<file path="config.mk">
export PLATFORM = sky130hd
export DESIGN_NAME = memory_access_ordering_unit
export DESIGN_NICKNAME = d
export VERILOG_FILES = /design/src/mao_pkg.sv /design/src/wc_merge_buffer.sv /design/src/memory_access_ordering_unit.sv
export VERILOG_INCLUDE_DIRS = /design/src
export SDC_FILE = /design/constraint.sdc
export NUM_CORES = 1
export LEC_CHECK = 0
export ABC_CLOCK_PERIOD_IN_PS = 5050
export BUFFER_PORTS_ARGS = -buffer_cell sky130_fd_sc_hd__buf_2
export CORE_MARGIN = 5
export CORE_UTILIZATION = 35
export DETAILED_ROUTE_END_ITERATION = 7
export SYNTH_ARGS = -nofsm -noshare
export SYNTH_HDL_FRONTEND = slang
export SYNTH_SLANG_ARGS = --single-unit
</file>
<file path="constraint.sdc">
create_clock -name clk -period 5.05 [get_ports clk]
set_input_delay 0.2525 -clock clk [delete_from_list [all_inputs] [get_ports clk]]
set_output_delay 0.2525 -clock clk [all_outputs]
set_load 0.01 [all_outputs]
</file>
<file path="src/mao_params.svh">
// Width, depth and field constants for the memory access ordering unit
`ifndef MAO_PARAMS_SVH
`define MAO_PARAMS_SVH
`define MAO_AW 32
`define MAO_DW 32
`define MAO_SQ_DEPTH 4
`define MAO_SQ_IW 2
`define MAO_SQ_PW 3
`define MAO_SQ_FULL_CNT 3'h4
`define MAO_MTW 2
`define MAO_BKW 3
`define MAO_LSW 2
`define MAO_BSW 1
`endif

</file>
<file path="src/mao_pkg.sv">
// Types shared by the memory access ordering unit and its testbench
`include "mao_params.svh"
package mao_pkg;
	// Memory type tag carried by every access
	typedef enum logic [`MAO_MTW-1:0] {
		mt_cacheable = 2'h0,
		mt_wcomb = 2'h1,
		mt_strong = 2'h2
	} mem_type_t;
	// Barrier flavours
	typedef enum logic [`MAO_BKW-1:0] {
		load_barrier_op = 3'h0,
		store_barrier_op = 3'h1,
		full_barrier_op = 3'h2,
		serial_barrier_op = 3'h3,
		io_barrier_op = 3'h4,
		lock_barrier_op = 3'h5
	} barrier_kind_t;
	// Load port states
	typedef enum logic [`MAO_LSW-1:0] {
		ld_idle = 2'h0,
		ld_hold = 2'h1,
		ld_mem = 2'h2
	} ld_state_t;
	// Barrier sequencer states
	typedef enum logic [`MAO_BSW-1:0] {
		bar_idle = 1'h0,
		bar_wait = 1'h1
	} bar_state_t;
endpackage

</file>
<file path="src/wc_merge_buffer.sv">
// Single-entry write-combining buffer that merges writes to one word
`include "mao_params.svh"
module wc_merge_buffer (
	input wire logic clk,
	input wire logic rstn,
	input wire logic in_valid,
	input wire logic [`MAO_AW-1:0] in_addr,
	input wire logic [`MAO_DW-1:0] in_data,
	output logic in_ready,
	input wire logic drain,
	output logic out_valid,
	output logic [`MAO_AW-1:0] out_addr,
	output logic [`MAO_DW-1:0] out_data,
	input wire logic out_ready,
	output logic held
);
	logic v; // Entry holds data
	logic next_v;
	logic [`MAO_AW-1:0] addr; // Word address of held data
	logic [`MAO_AW-1:0] next_addr;
	logic [`MAO_DW-1:0] data; // Merged data
	logic [`MAO_DW-1:0] next_data;

	// Handshakes and next entry state
	always_comb begin
		in_ready = !v || (addr == in_addr);
		out_valid = v && drain;
		out_addr = addr;
		out_data = data;
		held = v;
		next_v = v;
		next_addr = addr;
		next_data = data;
		// Drained entry leaves the buffer
		if (out_valid && out_ready) begin
			next_v = 1'b0;
		end
		// Same word overwrites: two writes become one
		if (in_valid && in_ready) begin
			next_v = 1'b1;
			next_addr = in_addr;
			next_data = in_data;
		end
	end

	// Entry registers
	always_ff @(posedge clk or negedge rstn) begin
		if (!rstn) begin
			v <= 1'b0;
			addr <= 32'h0;
			data <= 32'h0;
		end else begin
			v <= next_v;
			addr <= next_addr;
			data <= next_data;
		end
	end
endmodule

</file>
<file path="src/memory_access_ordering_unit.sv">
// Load/store ordering unit: store queue, forwarding, write combining, barriers
`include "mao_params.svh"
module memory_access_ordering_unit (
	input wire logic clk,
	input wire logic rstn,
	input wire logic disp_valid,
	input wire logic [`MAO_AW-1:0] disp_addr,
	input wire mao_pkg::mem_type_t disp_mtype,
	input wire logic exe_valid,
	input wire logic [`MAO_SQ_IW-1:0] exe_idx,
	input wire logic [`MAO_DW-1:0] exe_data,
	input wire logic ret_valid,
	input wire logic ret_fault,
	input wire logic flush,
	input wire logic ld_valid,
	input wire logic [`MAO_AW-1:0] ld_addr,
	input wire mao_pkg::mem_type_t ld_mtype,
	input wire logic [`MAO_SQ_DEPTH-1:0] ld_older,
	input wire logic ld_oldest,
	input wire logic bar_valid,
	input wire mao_pkg::barrier_kind_t bar_kind,
	input wire logic mem_ready,
	input wire logic mem_rvalid,
	input wire logic [`MAO_DW-1:0] mem_rdata,
	output logic sq_full,
	output logic [`MAO_SQ_IW-1:0] sq_tail_idx,
	output logic exc_valid,
	output logic ld_busy,
	output logic ld_rsp_valid,
	output logic [`MAO_DW-1:0] ld_rsp_data,
	output logic ld_rsp_fwd,
	output logic bar_busy,
	output logic bar_done,
	output logic mem_valid,
	output logic mem_write,
	output logic [`MAO_AW-1:0] mem_addr,
	output logic [`MAO_DW-1:0] mem_wdata,
	output mao_pkg::mem_type_t mem_mtype
);
	// Store queue entries
	logic [`MAO_SQ_DEPTH-1:0] sq_v; // Entry allocated
	logic [`MAO_SQ_DEPTH-1:0] sq_exe; // Data present
	logic [`MAO_SQ_DEPTH-1:0] sq_com; // Retired, may drain
	logic [`MAO_AW-1:0] sq_addr [`MAO_SQ_DEPTH];
	logic [`MAO_DW-1:0] sq_data [`MAO_SQ_DEPTH];
	mao_pkg::mem_type_t sq_mt [`MAO_SQ_DEPTH];
	logic [`MAO_SQ_DEPTH-1:0] match; // Older same-address entries of held load
	// Queue pointers, one wrap bit above the index
	logic [`MAO_SQ_PW-1:0] head, tail, cptr;
	logic [`MAO_SQ_PW-1:0] next_head, next_tail, next_cptr;
	logic next_sq_full, next_exc_valid;
	logic [`MAO_SQ_IW-1:0] hidx, cidx;
	// Queue events this cycle
	logic alloc, commit_ok, raise, kill, pop;
	// Held load
	mao_pkg::ld_state_t ld_state, next_ld_state;
	logic [`MAO_AW-1:0] lq_addr, next_lq_addr;
	mao_pkg::mem_type_t lq_mt, next_lq_mt;
	logic [`MAO_SQ_DEPTH-1:0] lq_older, next_lq_older;
	logic lq_killed, next_lq_killed;
	logic next_ld_busy, next_rsp_valid, next_rsp_fwd;
	logic [`MAO_DW-1:0] next_rsp_data;
	// Load decisions
	logic one_m, fwd_ok, wc_hit, wr_fly, strong_wait, ld_fwd, ld_issue;
	logic [`MAO_SQ_IW-1:0] sel;
	// Memory request slot and drain paths
	logic slot_free, head_ready, head_st_ok, wc_force;
	logic next_mem_valid, next_mem_write;
	logic [`MAO_AW-1:0] next_mem_addr;
	logic [`MAO_DW-1:0] next_mem_wdata;
	mao_pkg::mem_type_t next_mem_mtype;
	// Combining buffer link
	logic wc_in_valid, wc_in_ready, wc_out_valid, wc_out_ready, wc_held;
	logic [`MAO_AW-1:0] wc_out_addr;
	logic [`MAO_DW-1:0] wc_out_data;
	// Barrier sequencer
	mao_pkg::bar_state_t bar_state, next_bar_state;
	mao_pkg::barrier_kind_t bar_q, next_bar_q;
	logic next_bar_busy, next_bar_done, need_ld, need_st, ld_done, st_done;

	// Queue-level events
	always_comb begin
		hidx = head[`MAO_SQ_IW-1:0];
		cidx = cptr[`MAO_SQ_IW-1:0];
		alloc = disp_valid && !sq_full && !bar_busy;
		commit_ok = ret_valid && !ret_fault && (cptr != tail) && sq_exe[cidx];
		raise = ret_valid && ret_fault && (cptr != tail);
		kill = flush || raise;
		next_head = head + {2'h0, pop};
		next_cptr = cptr + {2'h0, commit_ok};
		next_tail = kill ? next_cptr : tail + {2'h0, alloc};
		next_sq_full = (next_tail - next_head) == `MAO_SQ_FULL_CNT;
		next_exc_valid = raise;
	end

	// Per-entry state and address compare
	for (genvar i = 0; i < `MAO_SQ_DEPTH; i++) begin : g_sq
		logic nv, ne, nc;
		logic [`MAO_AW-1:0] na;
		logic [`MAO_DW-1:0] nd;
		mao_pkg::mem_type_t nm;
		// Older entry to the held load's word
		assign match[i] = sq_v[i] && lq_older[i] && (sq_addr[i] == lq_addr);
		// Next entry values
		always_comb begin
			nv = sq_v[i];
			ne = sq_exe[i];
			nc = sq_com[i];
			na = sq_addr[i];
			nd = sq_data[i];
			nm = sq_mt[i];
			// Allocation at dispatch, address and type known
			if (alloc && (tail[`MAO_SQ_IW-1:0] == i)) begin
				nv = 1'b1;
				ne = 1'b0;
				nc = 1'b0;
				na = disp_addr;
				nm = disp_mtype;
			end
			// Execution may come in any order, data only held here
			if (exe_valid && sq_v[i] && (exe_idx == i)) begin
				ne = 1'b1;
				nd = exe_data;
			end
			// Retirement marks entry as drainable
			if (commit_ok && (cidx == i)) begin
				nc = 1'b1;
			end
			// Uncommitted work is discarded on fault or flush
			if (kill && !nc) begin
				nv = 1'b0;
			end
			// Drained entry frees its slot
			if (pop && (hidx == i)) begin
				nv = 1'b0;
				nc = 1'b0;
			end
		end
		// Entry registers
		always_ff @(posedge clk or negedge rstn) begin
			if (!rstn) begin
				sq_v[i] <= 1'b0;
				sq_exe[i] <= 1'b0;
				sq_com[i] <= 1'b0;
				sq_addr[i] <= 32'h0;
				sq_data[i] <= 32'h0;
				sq_mt[i] <= mao_pkg::mt_cacheable;
			end else begin
				sq_v[i] <= nv;
				sq_exe[i] <= ne;
				sq_com[i] <= nc;
				sq_addr[i] <= na;
				sq_data[i] <= nd;
				sq_mt[i] <= nm;
			end
		end
	end

	// Load hazard checks and forwarding choice
	always_comb begin
		sel = 2'h0;
		for (int k = 0; k < `MAO_SQ_DEPTH; k++) begin
			if (match[k]) begin
				sel = k[`MAO_SQ_IW-1:0];
			end
		end
		one_m = (match != 4'h0) && ((match & (match - 4'h1)) == 4'h0);
		// Single older match with data, both cacheable: bypass
		fwd_ok = one_m && sq_exe[sel] && (lq_mt == mao_pkg::mt_cacheable)
			&& (sq_mt[sel] == mao_pkg::mt_cacheable);
		wc_hit = wc_held && (wc_out_addr == lq_addr);
		wr_fly = mem_valid && mem_write && (mem_addr == lq_addr);
		// Strong loads: non-speculative, nothing older pending
		strong_wait = (lq_mt == mao_pkg::mt_strong)
			&& ((lq_older != 4'h0) || wc_held || mem_valid || !ld_oldest);
		slot_free = !mem_valid || mem_ready;
		ld_fwd = (ld_state == mao_pkg::ld_hold) && fwd_ok && !kill;
		// Other loads go at once, even past older stores to other words and on predicted paths
		ld_issue = (ld_state == mao_pkg::ld_hold) && (match == 4'h0) && !wc_hit && !wr_fly
			&& !strong_wait && slot_free && !kill;
	end

	// Load port sequencing
	always_comb begin
		next_ld_state = ld_state;
		next_lq_addr = lq_addr;
		next_lq_mt = lq_mt;
		next_lq_older = lq_older & ~({3'h0, pop} << hidx);
		next_lq_killed = lq_killed;
		next_rsp_valid = 1'b0;
		next_rsp_data = ld_rsp_data;
		next_rsp_fwd = 1'b0;
		case (ld_state)
			mao_pkg::ld_idle: begin
				// Younger loads are held off while a barrier runs
				if (ld_valid && !bar_busy) begin
					next_ld_state = mao_pkg::ld_hold;
					next_lq_addr = ld_addr;
					next_lq_mt = ld_mtype;
					next_lq_older = ld_older & sq_v;
					next_lq_killed = 1'b0;
				end
			end
			mao_pkg::ld_hold: begin
				// Flushed load is dropped silently
				if (kill) begin
					next_ld_state = mao_pkg::ld_idle;
				end else if (ld_fwd) begin
					next_ld_state = mao_pkg::ld_idle;
					next_rsp_valid = 1'b1;
					next_rsp_data = sq_data[sel];
					next_rsp_fwd = 1'b1;
				end else if (ld_issue) begin
					next_ld_state = mao_pkg::ld_mem;
				end
			end
			mao_pkg::ld_mem: begin
				// Flush after issue discards the answer
				if (kill) begin
					next_lq_killed = 1'b1;
				end
				if (mem_rvalid) begin
					next_ld_state = mao_pkg::ld_idle;
					next_rsp_valid = !(lq_killed || kill);
					next_rsp_data = mem_rdata;
				end
			end
			default: begin
				next_ld_state = mao_pkg::ld_idle;
			end
		endcase
		next_ld_busy = next_ld_state != mao_pkg::ld_idle;
	end

	// Store drain and memory request slot, loads first
	always_comb begin
		head_ready = sq_v[hidx] && sq_com[hidx];
		// Combining buffer emptied before a same-address or strong write
		wc_force = wc_held && (((bar_state == mao_pkg::bar_wait) && need_st)
			|| (head_ready && (sq_mt[hidx] == mao_pkg::mt_wcomb) && !wc_in_ready)
			|| (head_ready && (sq_mt[hidx] != mao_pkg::mt_wcomb)
				&& ((sq_addr[hidx] == wc_out_addr) || (sq_mt[hidx] == mao_pkg::mt_strong)))
			|| ((ld_state == mao_pkg::ld_hold) && (wc_hit || (lq_mt == mao_pkg::mt_strong)))
			|| (!head_ready && (ld_state == mao_pkg::ld_idle)));
		wc_in_valid = head_ready && (sq_mt[hidx] == mao_pkg::mt_wcomb) && !wc_force;
		wc_out_ready = slot_free && !ld_issue;
		// Cacheable writes may pass combined data of another address
		head_st_ok = head_ready && (sq_mt[hidx] != mao_pkg::mt_wcomb) && !wc_force
			&& slot_free && !ld_issue;
		pop = (wc_in_valid && wc_in_ready) || head_st_ok;
		next_mem_valid = mem_valid && !mem_ready;
		next_mem_write = mem_write;
		next_mem_addr = mem_addr;
		next_mem_wdata = mem_wdata;
		next_mem_mtype = mem_mtype;
		if (ld_issue) begin
			next_mem_valid = 1'b1;
			next_mem_write = 1'b0;
			next_mem_addr = lq_addr;
			next_mem_mtype = lq_mt;
		end else if (wc_out_valid && wc_out_ready) begin
			next_mem_valid = 1'b1;
			next_mem_write = 1'b1;
			next_mem_addr = wc_out_addr;
			next_mem_wdata = wc_out_data;
			next_mem_mtype = mao_pkg::mt_wcomb;
		end else if (head_st_ok) begin
			next_mem_valid = 1'b1;
			next_mem_write = 1'b1;
			next_mem_addr = sq_addr[hidx];
			next_mem_wdata = sq_data[hidx];
			next_mem_mtype = sq_mt[hidx];
		end
	end

	// Combining buffer for write-combining stores
	wc_merge_buffer u_wc (
		.clk(clk),
		.rstn(rstn),
		.in_valid(wc_in_valid),
		.in_addr(sq_addr[hidx]),
		.in_data(sq_data[hidx]),
		.in_ready(wc_in_ready),
		.drain(wc_force),
		.out_valid(wc_out_valid),
		.out_addr(wc_out_addr),
		.out_data(wc_out_data),
		.out_ready(wc_out_ready),
		.held(wc_held)
	);

	// Barrier sequencer
	always_comb begin
		// Store barrier leaves loads free, load barrier leaves stores free, the rest cover both
		need_ld = bar_q != mao_pkg::store_barrier_op;
		need_st = bar_q != mao_pkg::load_barrier_op;
		ld_done = (ld_state == mao_pkg::ld_idle) && !(mem_valid && !mem_write);
		st_done = (head == tail) && !wc_held && !(mem_valid && mem_write);
		next_bar_state = bar_state;
		next_bar_q = bar_q;
		next_bar_done = 1'b0;
		case (bar_state)
			mao_pkg::bar_idle: begin
				if (bar_valid) begin
					next_bar_state = mao_pkg::bar_wait;
					next_bar_q = bar_kind;
				end
			end
			mao_pkg::bar_wait: begin
				// Release only once every older covered access is done
				if ((!need_ld || ld_done) && (!need_st || st_done)) begin
					next_bar_state = mao_pkg::bar_idle;
					next_bar_done = 1'b1;
				end
			end
			default: begin
				next_bar_state = mao_pkg::bar_idle;
			end
		endcase
		next_bar_busy = next_bar_state == mao_pkg::bar_wait;
	end

	// State and output registers
	always_ff @(posedge clk or negedge rstn) begin
		if (!rstn) begin
			head <= 3'h0;
			tail <= 3'h0;
			cptr <= 3'h0;
			sq_full <= 1'b0;
			sq_tail_idx <= 2'h0;
			exc_valid <= 1'b0;
			ld_state <= mao_pkg::ld_idle;
			lq_addr <= 32'h0;
			lq_mt <= mao_pkg::mt_cacheable;
			lq_older <= 4'h0;
			lq_killed <= 1'b0;
			ld_busy <= 1'b0;
			ld_rsp_valid <= 1'b0;
			ld_rsp_data <= 32'h0;
			ld_rsp_fwd <= 1'b0;
			mem_valid <= 1'b0;
			mem_write <= 1'b0;
			mem_addr <= 32'h0;
			mem_wdata <= 32'h0;
			mem_mtype <= mao_pkg::mt_cacheable;
			bar_state <= mao_pkg::bar_idle;
			bar_q <= mao_pkg::load_barrier_op;
			bar_busy <= 1'b0;
			bar_done <= 1'b0;
		end else begin
			head <= next_head;
			tail <= next_tail;
			cptr <= next_cptr;
			sq_full <= next_sq_full;
			sq_tail_idx <= next_tail[`MAO_SQ_IW-1:0];
			exc_valid <= next_exc_valid;
			ld_state <= next_ld_state;
			lq_addr <= next_lq_addr;
			lq_mt <= next_lq_mt;
			lq_older <= next_lq_older;
			lq_killed <= next_lq_killed;
			ld_busy <= next_ld_busy;
			ld_rsp_valid <= next_rsp_valid;
			ld_rsp_data <= next_rsp_data;
			ld_rsp_fwd <= next_rsp_fwd;
			mem_valid <= next_mem_valid;
			mem_write <= next_mem_write;
			mem_addr <= next_mem_addr;
			mem_wdata <= next_mem_wdata;
			mem_mtype <= next_mem_mtype;
			bar_state <= next_bar_state;
			bar_q <= next_bar_q;
			bar_busy <= next_bar_busy;
			bar_done <= next_bar_done;
		end
	end
endmodule

</file>
==> results.yml, run 1 <==
pwr:
  powerDensity_nw_per_um2: 708
  power_uw: 22300
  peakVddDrop_mv: 0.289
  p_leak_uw: 0.0143
global_route:
  grt_overflow_total: 0
  grt_max_degree: 136
  grtUsageTotal: 0.223
  grt_pass1_wl_mm: 133
  grt_pass1_vias: 19800
  grt_antenna_before_repair: 7
finish:
  nNetsFinal: 2655
  multiInputGateArea_sq_um: 12300
  drive_gt1_frac: 0.330
  num-fill-cells: 6741
  design_area_sq_um: 31500
  postLayoutCoreUtil: 0.431
  regArea_sq_um: 12500
  syn_to_final_growth_pct: 22.2
  final_cells: 3495
placed_design:
  dp_cells: 3242
  place_area_sq_um: 28100
  hpwl_mm: 64.8
  numPortBuffers: 261
  place_congestion: 0.930
yosys:
  yosysSeqAreaShare: 0.487
  syn_avg_cell_area_sq_um: 12.2
  postSynthCellCount: 2112
  synthFlopType: "dfrtp_1"
  yosys_warnings: 0
  syn_area_sq_um: 25800
  synth-edff-count: 0
  ys_ff_latch: 501
  synth_cell_types: 75
  async_flop_share: 1.00
  syn_nets: 2279
clock_network:
  cts_root_buf: "clkbuf_16"
  clockBufferDepth: 3
  cts_buffers: 56
  h-tree-depth: 2
  clk_pin_slew_ns: 0.07
  post_cts_buffers: 0
  cts_sinks: 501
  cts_tree: "yes"
  clk_latency_ns: 0.63
job:
  cap_violations: 0
route:
  drt-initial-drc-count: 1619
  remaining_drc_errors: 0
  drt_pass1_iterations: 5
  via_per_inst: 5.46
  wl_per_cell_microns: 25.8
  routed_wl_mm: 90.2
  vias: 19100
  ant_nets: 0
die:
  rows: 99
  die_x_microns: 281
  dieHeight_microns: 281
  die-area_sq_um: 79100
  start_util: 0.353
  ioPinCount: 262
  core_region_area_sq_um: 73000
critical_path:
  end_kind: "flop"
  worstPathMaxFanout: 38
  critical_path_class: "reg2reg"
  cp-start-kind: "flop"
  worstPathRequired_ns: 5.57
  cp.arrival_ns: 5.17
sta:
  tightest_slew_ns: 0.919
  fmax_mhz: 215
  fin_crit_ns: 4.65
  setup_tns_ns: 0
  fin_crit_sh: 0.920
  finalHoldViolCount: 0
  rsz0062_at_grt: "false"
  skew_ns: 0.0249
  slew_viol_final: 0
  setup_violations: 0
  slew_headroom: 0.381
status:
  outcome: "finished, final reports clean"
min_path:
  hp-class: "in2reg"
## state kept, by name, indices dropped and copies added (netlist names), 2 cells and up
name and cells:
tail 3, sq_data 128, ld_state 2, cptr 3, sq_mt 8, u_wc.out_addr 32, mem_mtype 2, u_wc.out_data 32
sq_com 4, lq_older 4, sq_exe 4, mem_addr 32, sq_v 4, mem_wdata 32, head 3, sq_addr 128
lq_mt 2, lq_addr 32, ld_rsp_data 32, bar_q 3
## power breakdown
part           switching (uW)  internal (uW)  total, uW
registers                2390           5840       8230
logic                    5270           4590       9860
clock network            1780           2400       4180
total                    9440          12800      22300
## worst max-delay path, stage by stage (launching register included)
cell,delay (ns)
dfrtp_4,0.83
buf_4,0.30
buf_4,0.57
nand3_1,0.13
o21ai_0,0.14
o21ai_0,0.20
a222oi_1,0.27
o21ai_0,0.27
a31o_2,0.33
a21oi_4,0.15
nand2b_1,0.15
buf_4,0.17
ha_1,0.23
inv_1,0.09
ha_1,0.15
nor2b_1,0.15
xnor2_1,0.16
xor2_1,0.18
nor2_1,0.06
## cells in the final DEF, fill, tap and decap left out, types with 32 or more instances in the layout
| cell | n |
|---|---|
| buf_2 | 260 |
| a21oi_1 | 119 |
| buf_4 | 48 |
| o22ai_1 | 49 |
| mux2_2 | 304 |
| nand4_1 | 37 |
| inv_1 | 72 |
| nand2_1 | 122 |
| o21ai_0 | 109 |
| dfrtp_1 | 499 |
| mux4_2 | 67 |
| mux2i_1 | 66 |
| clkbuf_16 | 57 |
| xnor2_1 | 118 |
| mux2_1 | 32 |
| xor2_1 | 119 |
| nor4_1 | 37 |
| dlygate4sd3_1 | 147 |
## worst paths after layout
| check | start | end | slack [ns] | cells past startpoint |
|---|---|---|---|---|
| hold reg to reg | u_wc.out_data[17] | u_wc.out_data[17] | 0.48 | 2 |
| hold / removal | flush | sq_v[0] | 0.09 | 4 |
| setup reg to reg | head[1] | sq_full | 0.40 | 18 |
| max in group asynchronous | rstn | sq_data[114] | 3.40 | 3 |
| min in group asynchronous | rstn | sq_addr[102] | 0.34 | 2 |
| setup / recovery | head[1] | sq_full | 0.40 | 18 |
## repair_timing
item / CTS / global route
hold buffers: 147 / 0
endpoints found under the hold margin: 444 / 0
gates resized for setup: 0 / 0
## Yosys cell counts (all sizes together), types with 2 or more instances
cell	count	area, sq um
nor3	7	40.0
clkinv	2	8.75
nand3b	4	30.0
nor4b	2	17.5
o211ai	2	15.0
nor4bb	4	40.0
or4b	2	20.0
o21ai	112	576
ha	14	175
xnor2	118	1030
mux2	366	4230
a21oi	120	604
nor2	29	111
buf	69	428
o221ai	19	166
nand3	19	95.1
or4	4	33.8
a21boi	3	22.5
nor2b	12	75.1
nand4bb	2	22.5
and4	2	17.5
dfrtp	501	12500
o22ai	50	319
or3	5	31.3
mux4	67	1510
mux2i	66	661
nand4	37	231
xor2	119	1040
nand2b	5	31.3
inv	72	270
nand2	122	458
a211oi	3	27.5
a31oi	6	37.5
o311ai	2	25.0
nor4	41	275
nand4b	9	78.8
clkbuf	75	282
a311oi	2	23.8
## stage by stage
stage / worst slack [ns] / hold slack (ns)
floorplan: 1.12 / -0.0431
global placement: 0.496 / 0.403
detailed placement: 0.442 / 0.419
CTS: 0.411 / 0.0446
global route: 0.0990 / 0.0692
finish: 0.403 / 0.0892
## logic make-up after synthesis
kind of cell	synth area share
xor+xnor	0.0806
mux	0.249
buf+inv	0.0384
flops	0.487
compound gates	0.0751
simple gates	0.0636
fa+ha+maj	0.00680
## area by class of cell
type                    count  share of cell area
diodes                      6            0.000477
clock buffers              73              0.0498
clock inverters            27             0.00958
inverters                  74             0.00886
multi-input cells        1393               0.391
flip-flops and latches    501               0.399
well taps                 959              0.0381
repair buffers            462               0.104
## routing by layer
layer,vias to the layer above,track usage,wire length [microns]
met5,-,0,13
met4,2,0.0592,2420
met3,123,0.0365,5830
met2,667,0.353,41600
met1,9923,0.322,40300
li1,8380,-,-
(Power assumes the default switching activity.)
==> inputs of run 2 (changes only) <==
--- a/config.mk
+++ b/config.mk
@@ -9,8 +9,9 @@
 export ABC_CLOCK_PERIOD_IN_PS = 5050
 export BUFFER_PORTS_ARGS = -buffer_cell sky130_fd_sc_hd__buf_2
 export CORE_MARGIN = 5
-export CORE_UTILIZATION = 35
+export CORE_UTILIZATION = 60
 export DETAILED_ROUTE_END_ITERATION = 7
+export PLACE_DENSITY = 0.81
 export SYNTH_ARGS = -nofsm -noshare
 export SYNTH_HDL_FRONTEND = slang
 export SYNTH_SLANG_ARGS = --single-unit
==> results.yml, run 2 (synthesis gave the netlist of run 1 again) <==
sta:
  slew_viol_final: 0
  finalHoldViolCount: 1
  setup_tns_ns: 0
  tightest_slew_ns: 1.33
  fin_crit_sh: 0.917
  holdWs_ns: -0.00683
  fmax_mhz: 216
  fin_crit_ns: 4.63
  skew_ns: 0.0452
  slew_headroom: 0.112
  setup_violations: 0
  rsz0062_at_grt: "false"
die:
  start_util: 0.602
  die_x_microns: 217
  die-area_sq_um: 47200
  core_region_area_sq_um: 42800
  rows: 76
  dieHeight_microns: 217
  ioPinCount: 262
global_route:
  use_met2: 0.532
  grt_max_degree: 155
  grt_antenna_before_repair: 8
  grt_pass1_wl_mm: 126
  top_usage_layer: "met2"
  met3_usage: 0.0840
  met1_usage: 0.498
  grt_pass1_vias: 20300
  grtUsageTotal: 0.350
  grt_overflow_total: 0
route:
  wl_per_cell_microns: 27.4
  drt_pass1_iterations: 8
  vias: 20000
  via_per_inst: 6.52
  ant_nets: 0
  remaining_drc_errors: 0
  drt-initial-drc-count: 2712
  routed_wl_mm: 83.7
placed_design:
  hpwl_mm: 55.7
  numPortBuffers: 261
  place_congestion: 0.972
  dp_cells: 2823
critical_path:
  rr_startpoint: "head[1]"
  end_kind: "flop"
  critical_path_class: "reg2reg"
  worstPathRequired_ns: 5.55
  worstPathMaxFanout: 47
  cp-start-kind: "flop"
  r2r_cells: 15
  worstSetupStartpoint: "head[1]"
  cp.arrival_ns: 5.13
clock_network:
  cts_tree: "yes"
  h-tree-depth: 2
  clk_pin_slew_ns: 0.06
  cts_buffers: 53
  clk_latency_ns: 0.64
  cts_root_buf: "clkbuf_16"
  clockBufferDepth: 3
  cts_sinks: 501
  cts_resized: 0
min_path:
  hp-class: "in2reg"
  holdPathStages: 4
  min_from: "mem_rdata[17]"
finish:
  top_regs: "sq_addr x128, sq_data x128"
  syn_to_final_growth_pct: 19.4
  final_common_cell: "dfrtp_1"
  final_cells: 3061
  postLayoutCoreUtil: 0.719
  final_cell_mix: "dfrtp_1, mux2_2, buf_2"
  drive_gt1_frac: 0.327
  nNetsFinal: 2638
job:
  cap_violations: 0
pwr:
  peakVddDrop_mv: 0.397
  powerDensity_nw_per_um2: 714
  p_leak_uw: 0.0142
status:
  violations: "negative hold slack"
  outcome: "finished with violations"
[run 2: cell count changes in the layout (fill, tap and decap cells not counted)]
cell / before / now
inv_6: 2 / 1
clkinvlp_4: 6 / 2
clkinv_2: 12 / 9
clkbuf_16: 57 / 53
clkbuf_8: 8 / 11
buf_12: 6 / 5
dlygate4sd3_1: 147 / 139
inv_16: 0 / 1
buf_4: 48 / 43
clkbuf_1: 8 / 9
bufinv_16: 4 / 5
clkinv_8: 1 / 0
[run 2: cell type report]
type                            count  area, sq um
Antenna cell                        6         15.0
Clock buffer                       73         1510
Clock inverter                     20          282
Fill cell                        2835        12000
Inverter                           74          279
Multi-Input combinational cell   1393        12300
Sequential cell                   501        12500
Tap cell                          546          683
Timing Repair Buffer              448         3130
[run 2: final timing paths]
check                                    end  slack [ns]
max                                  sq_full        0.42
min                          ld_rsp_data[17]      -0.007
max reg2reg                          sq_full        0.42
min reg2reg                u_wc.out_data[10]        0.48
max in group asynchronous   u_wc.out_data[3]        3.34
min in group asynchronous       sq_addr[112]        0.31
[run 2: worst max-delay path: stages, from the launching register on]
cell	delay, ns
dfrtp_4	0.86
buf_4	0.72
mux4_2	0.63
nor2b_1	0.21
a211o_1	0.28
a31o_2	0.29
a21oi_4	0.15
nand2b_1	0.14
buf_4	0.18
ha_1	0.24
inv_1	0.09
ha_1	0.15
nor2b_1	0.16
xnor2_1	0.15
xor2_1	0.16
nor2_1	0.07
[run 2: repair_timing]
| action | 4_1_cts | 5_1_grt |
|---|---|---|
| hold buffers | 139 | 0 |
| hold endpoints to repair | 444 | 0 |
| setup buffers | 0 | 0 |
[run 2: where the power goes]
part           internal (uW)  switching [uW]
registers               5840            2490
clock network           2350            1680
logic                   4570            5020
total                  12800            9190
[run 2: routing by layer]
layer / vias up / part of all wire
li1: 8363 / -
met1: 10100 / 0.40
met2: 1268 / 0.45
met3: 247 / 0.11
met4: 4 / 0.045
met5: - / 0.00025
[run 2: stage by stage]
stage | cell area [sq um] | total power [uW] | setup slack [ns]
floorplan | 25800 | 14000 | 1.12
global placement | 27500 | 17100 | 0.489
detailed placement | 27500 | 17400 | 0.443
CTS | 30700 | 21600 | 0.394
global route | 30700 | 23000 | 0.0850
finish | 30700 | 22000 | 0.419
==> inputs of run 3 (changes only) <==
--- a/config.mk
+++ b/config.mk
@@ -12,6 +12,7 @@
 export CORE_UTILIZATION = 60
 export DETAILED_ROUTE_END_ITERATION = 7
 export PLACE_DENSITY = 0.81
+export RECOVER_POWER = 25
 export SYNTH_ARGS = -nofsm -noshare
 export SYNTH_HDL_FRONTEND = slang
 export SYNTH_SLANG_ARGS = --single-unit
==> results.yml, run 3 (synthesis gave the netlist of run 1 again) <==
status:
  outcome: "finished with violations"
  violations: "negative hold slack, max-capacitance violations, max-slew violations"
critical_path:
  rr_startpoint: "head[1]"
  worstPathRequired_ns: 5.55
  worstPathMaxFanout: 47
  cp-start-kind: "flop"
  worstSetupStartpoint: "head[1]"
  critical_path_class: "reg2reg"
  end_kind: "flop"
  cp.arrival_ns: 5.16
sta:
  setup_violations: 0
  fin_crit_ns: 4.66
  skew_ns: 0.0445
  holdWs_ns: -0.00124
  tightest_slew_ns: 3.07
  setup_tns_ns: 0
  fmax_mhz: 215
  rsz0062_at_grt: "false"
  fin_crit_sh: 0.923
  finalHoldViolCount: 1
  slew_viol_final: 114
  slew_headroom: -1.05
pwr:
  net-switching-power_uw: 9240
  power_frac_seq: 0.382
  p_leak_uw: 0.0138
  power_uw: 21900
  pwr-share-comb: 0.434
  powerDensity_nw_per_um2: 716
  swShare: 0.422
  p_int_uw: 12700
  pwr-share-clk: 0.184
  peakVddDrop_mv: 0.397
global_route:
  grt_antenna_before_repair: 8
  grt_max_degree: 155
  grt_pass1_vias: 20300
  grtUsageTotal: 0.350
  grt_overflow_total: 0
  grt_pass1_wl_mm: 126
min_path:
  hp-class: "in2reg"
  min_from: "mem_rdata[17]"
finish:
  multiInputGateArea_sq_um: 12300
  top_regs: "sq_addr x128, sq_data x128"
  num-fill-cells: 2913
  regArea_sq_um: 12500
  syn_to_final_growth_pct: 18.8
  nNetsFinal: 2638
  drive_gt1_frac: 0.284
  final_common_cell: "dfrtp_1"
  final_cell_mix: "dfrtp_1, mux2_2, buf_2"
route:
  routed_wl_mm: 84.0
  remaining_drc_errors: 0
  drt-initial-drc-count: 2596
  wl_per_cell_microns: 27.4
  ant_nets: 0
  vias: 20000
  via_per_inst: 6.54
  drt_pass1_iterations: 6
die:
  core_region_area_sq_um: 42800
  dieHeight_microns: 217
  die_x_microns: 217
  die-area_sq_um: 47200
  rows: 76
  start_util: 0.602
  ioPinCount: 262
placed_design:
  hpwl_mm: 55.7
  numPortBuffers: 261
  place_congestion: 0.972
clock_network:
  hold_buffers: 139
  cts_tree: "yes"
  h-tree-depth: 2
  clockBufferDepth: 3
  clk_pin_slew_ns: 0.06
  post_cts_buffers: 0
  cts_buffers: 53
  cts_root_buf: "clkbuf_16"
  cts_sinks: 501
  clk_latency_ns: 0.64
  cts_resized: 0
job:
  cap_violations: 1
run 3: changes by cell type in the layout (fill, tap and decap cells not counted):
| cell | delta |
|---|---|
| buf_2 | -108 |
| clkbuf_1 | +108 |
| buf_8 | -1 |
| clkbuf_2 | +1 |
run 3: final timing paths:
check	endpoint	slack, ns	depth (start not counted)
worst max-delay path	sq_full	0.39	15
worst min-delay path	ld_rsp_data[17]	-0.001	4
worst max register to register	sq_full	0.39	15
worst min register to register	u_wc.out_data[10]	0.48	2
max in group asynchronous	u_wc.out_data[3]	1.93	3
min in group asynchronous	sq_addr[36]	1.20	2
run 3: worst max-delay path, stage by stage (launching register included):
cell	delay, ns
dfrtp_4	0.87
buf_4	0.72
mux4_2	0.64
nor2b_1	0.21
a211o_1	0.28
a31o_2	0.29
a21oi_4	0.15
nand2b_1	0.14
buf_4	0.18
ha_1	0.25
inv_1	0.09
ha_1	0.15
nor2b_1	0.16
xnor2_1	0.15
xor2_1	0.17
nor2_1	0.07
run 3: power groups by stage:
stage | registers, uW | logic, uW | clock network [uW]
4_1_cts | 8160 | 9400 | 4050
2_1_floorplan | 7120 | 6930 | 0
5_1_grt | 8490 | 10100 | 4240
3_5_place_dp | 8200 | 9210 | 0
3_3_place_gp | 8120 | 9010 | 0
6_report | 8360 | 9510 | 4030
run 3: layout make-up:
class,count,area share
repair buffers,448,0.0976
multi-input cells,1393,0.402
inverters,74,0.00912
clock inverters,20,0.00920
flip-flops and latches,501,0.410
clock buffers,73,0.0494
diodes,6,0.000491
well taps,546,0.0223
run 3: stage by stage:
| stage | setup WS (ns) | instances | utilization | area [sq um] |
|---|---|---|---|---|
| finish | 0.391 | 3061 | 0.715 | 30600 |
| global route | 0.0850 | 3061 | 0.715 | 30600 |
| CTS | 0.394 | 3055 | 0.718 | 30700 |
| detailed placement | 0.443 | 2823 | 0.644 | 27500 |
| global placement | 0.489 | 2823 | 0.644 | 27500 |
| floorplan | 1.12 | 2112 | - | 25800 |
run 3: per-layer routing:
metal / up-vias / track usage / wire length, microns
met4: 4 / 0.130 / 3730
met1: 10200 / 0.498 / 33700
li1: 8352 / - / -
met5: - / 0 / 21
met2: 1227 / 0.532 / 37600
met3: 255 / 0.0840 / 8950
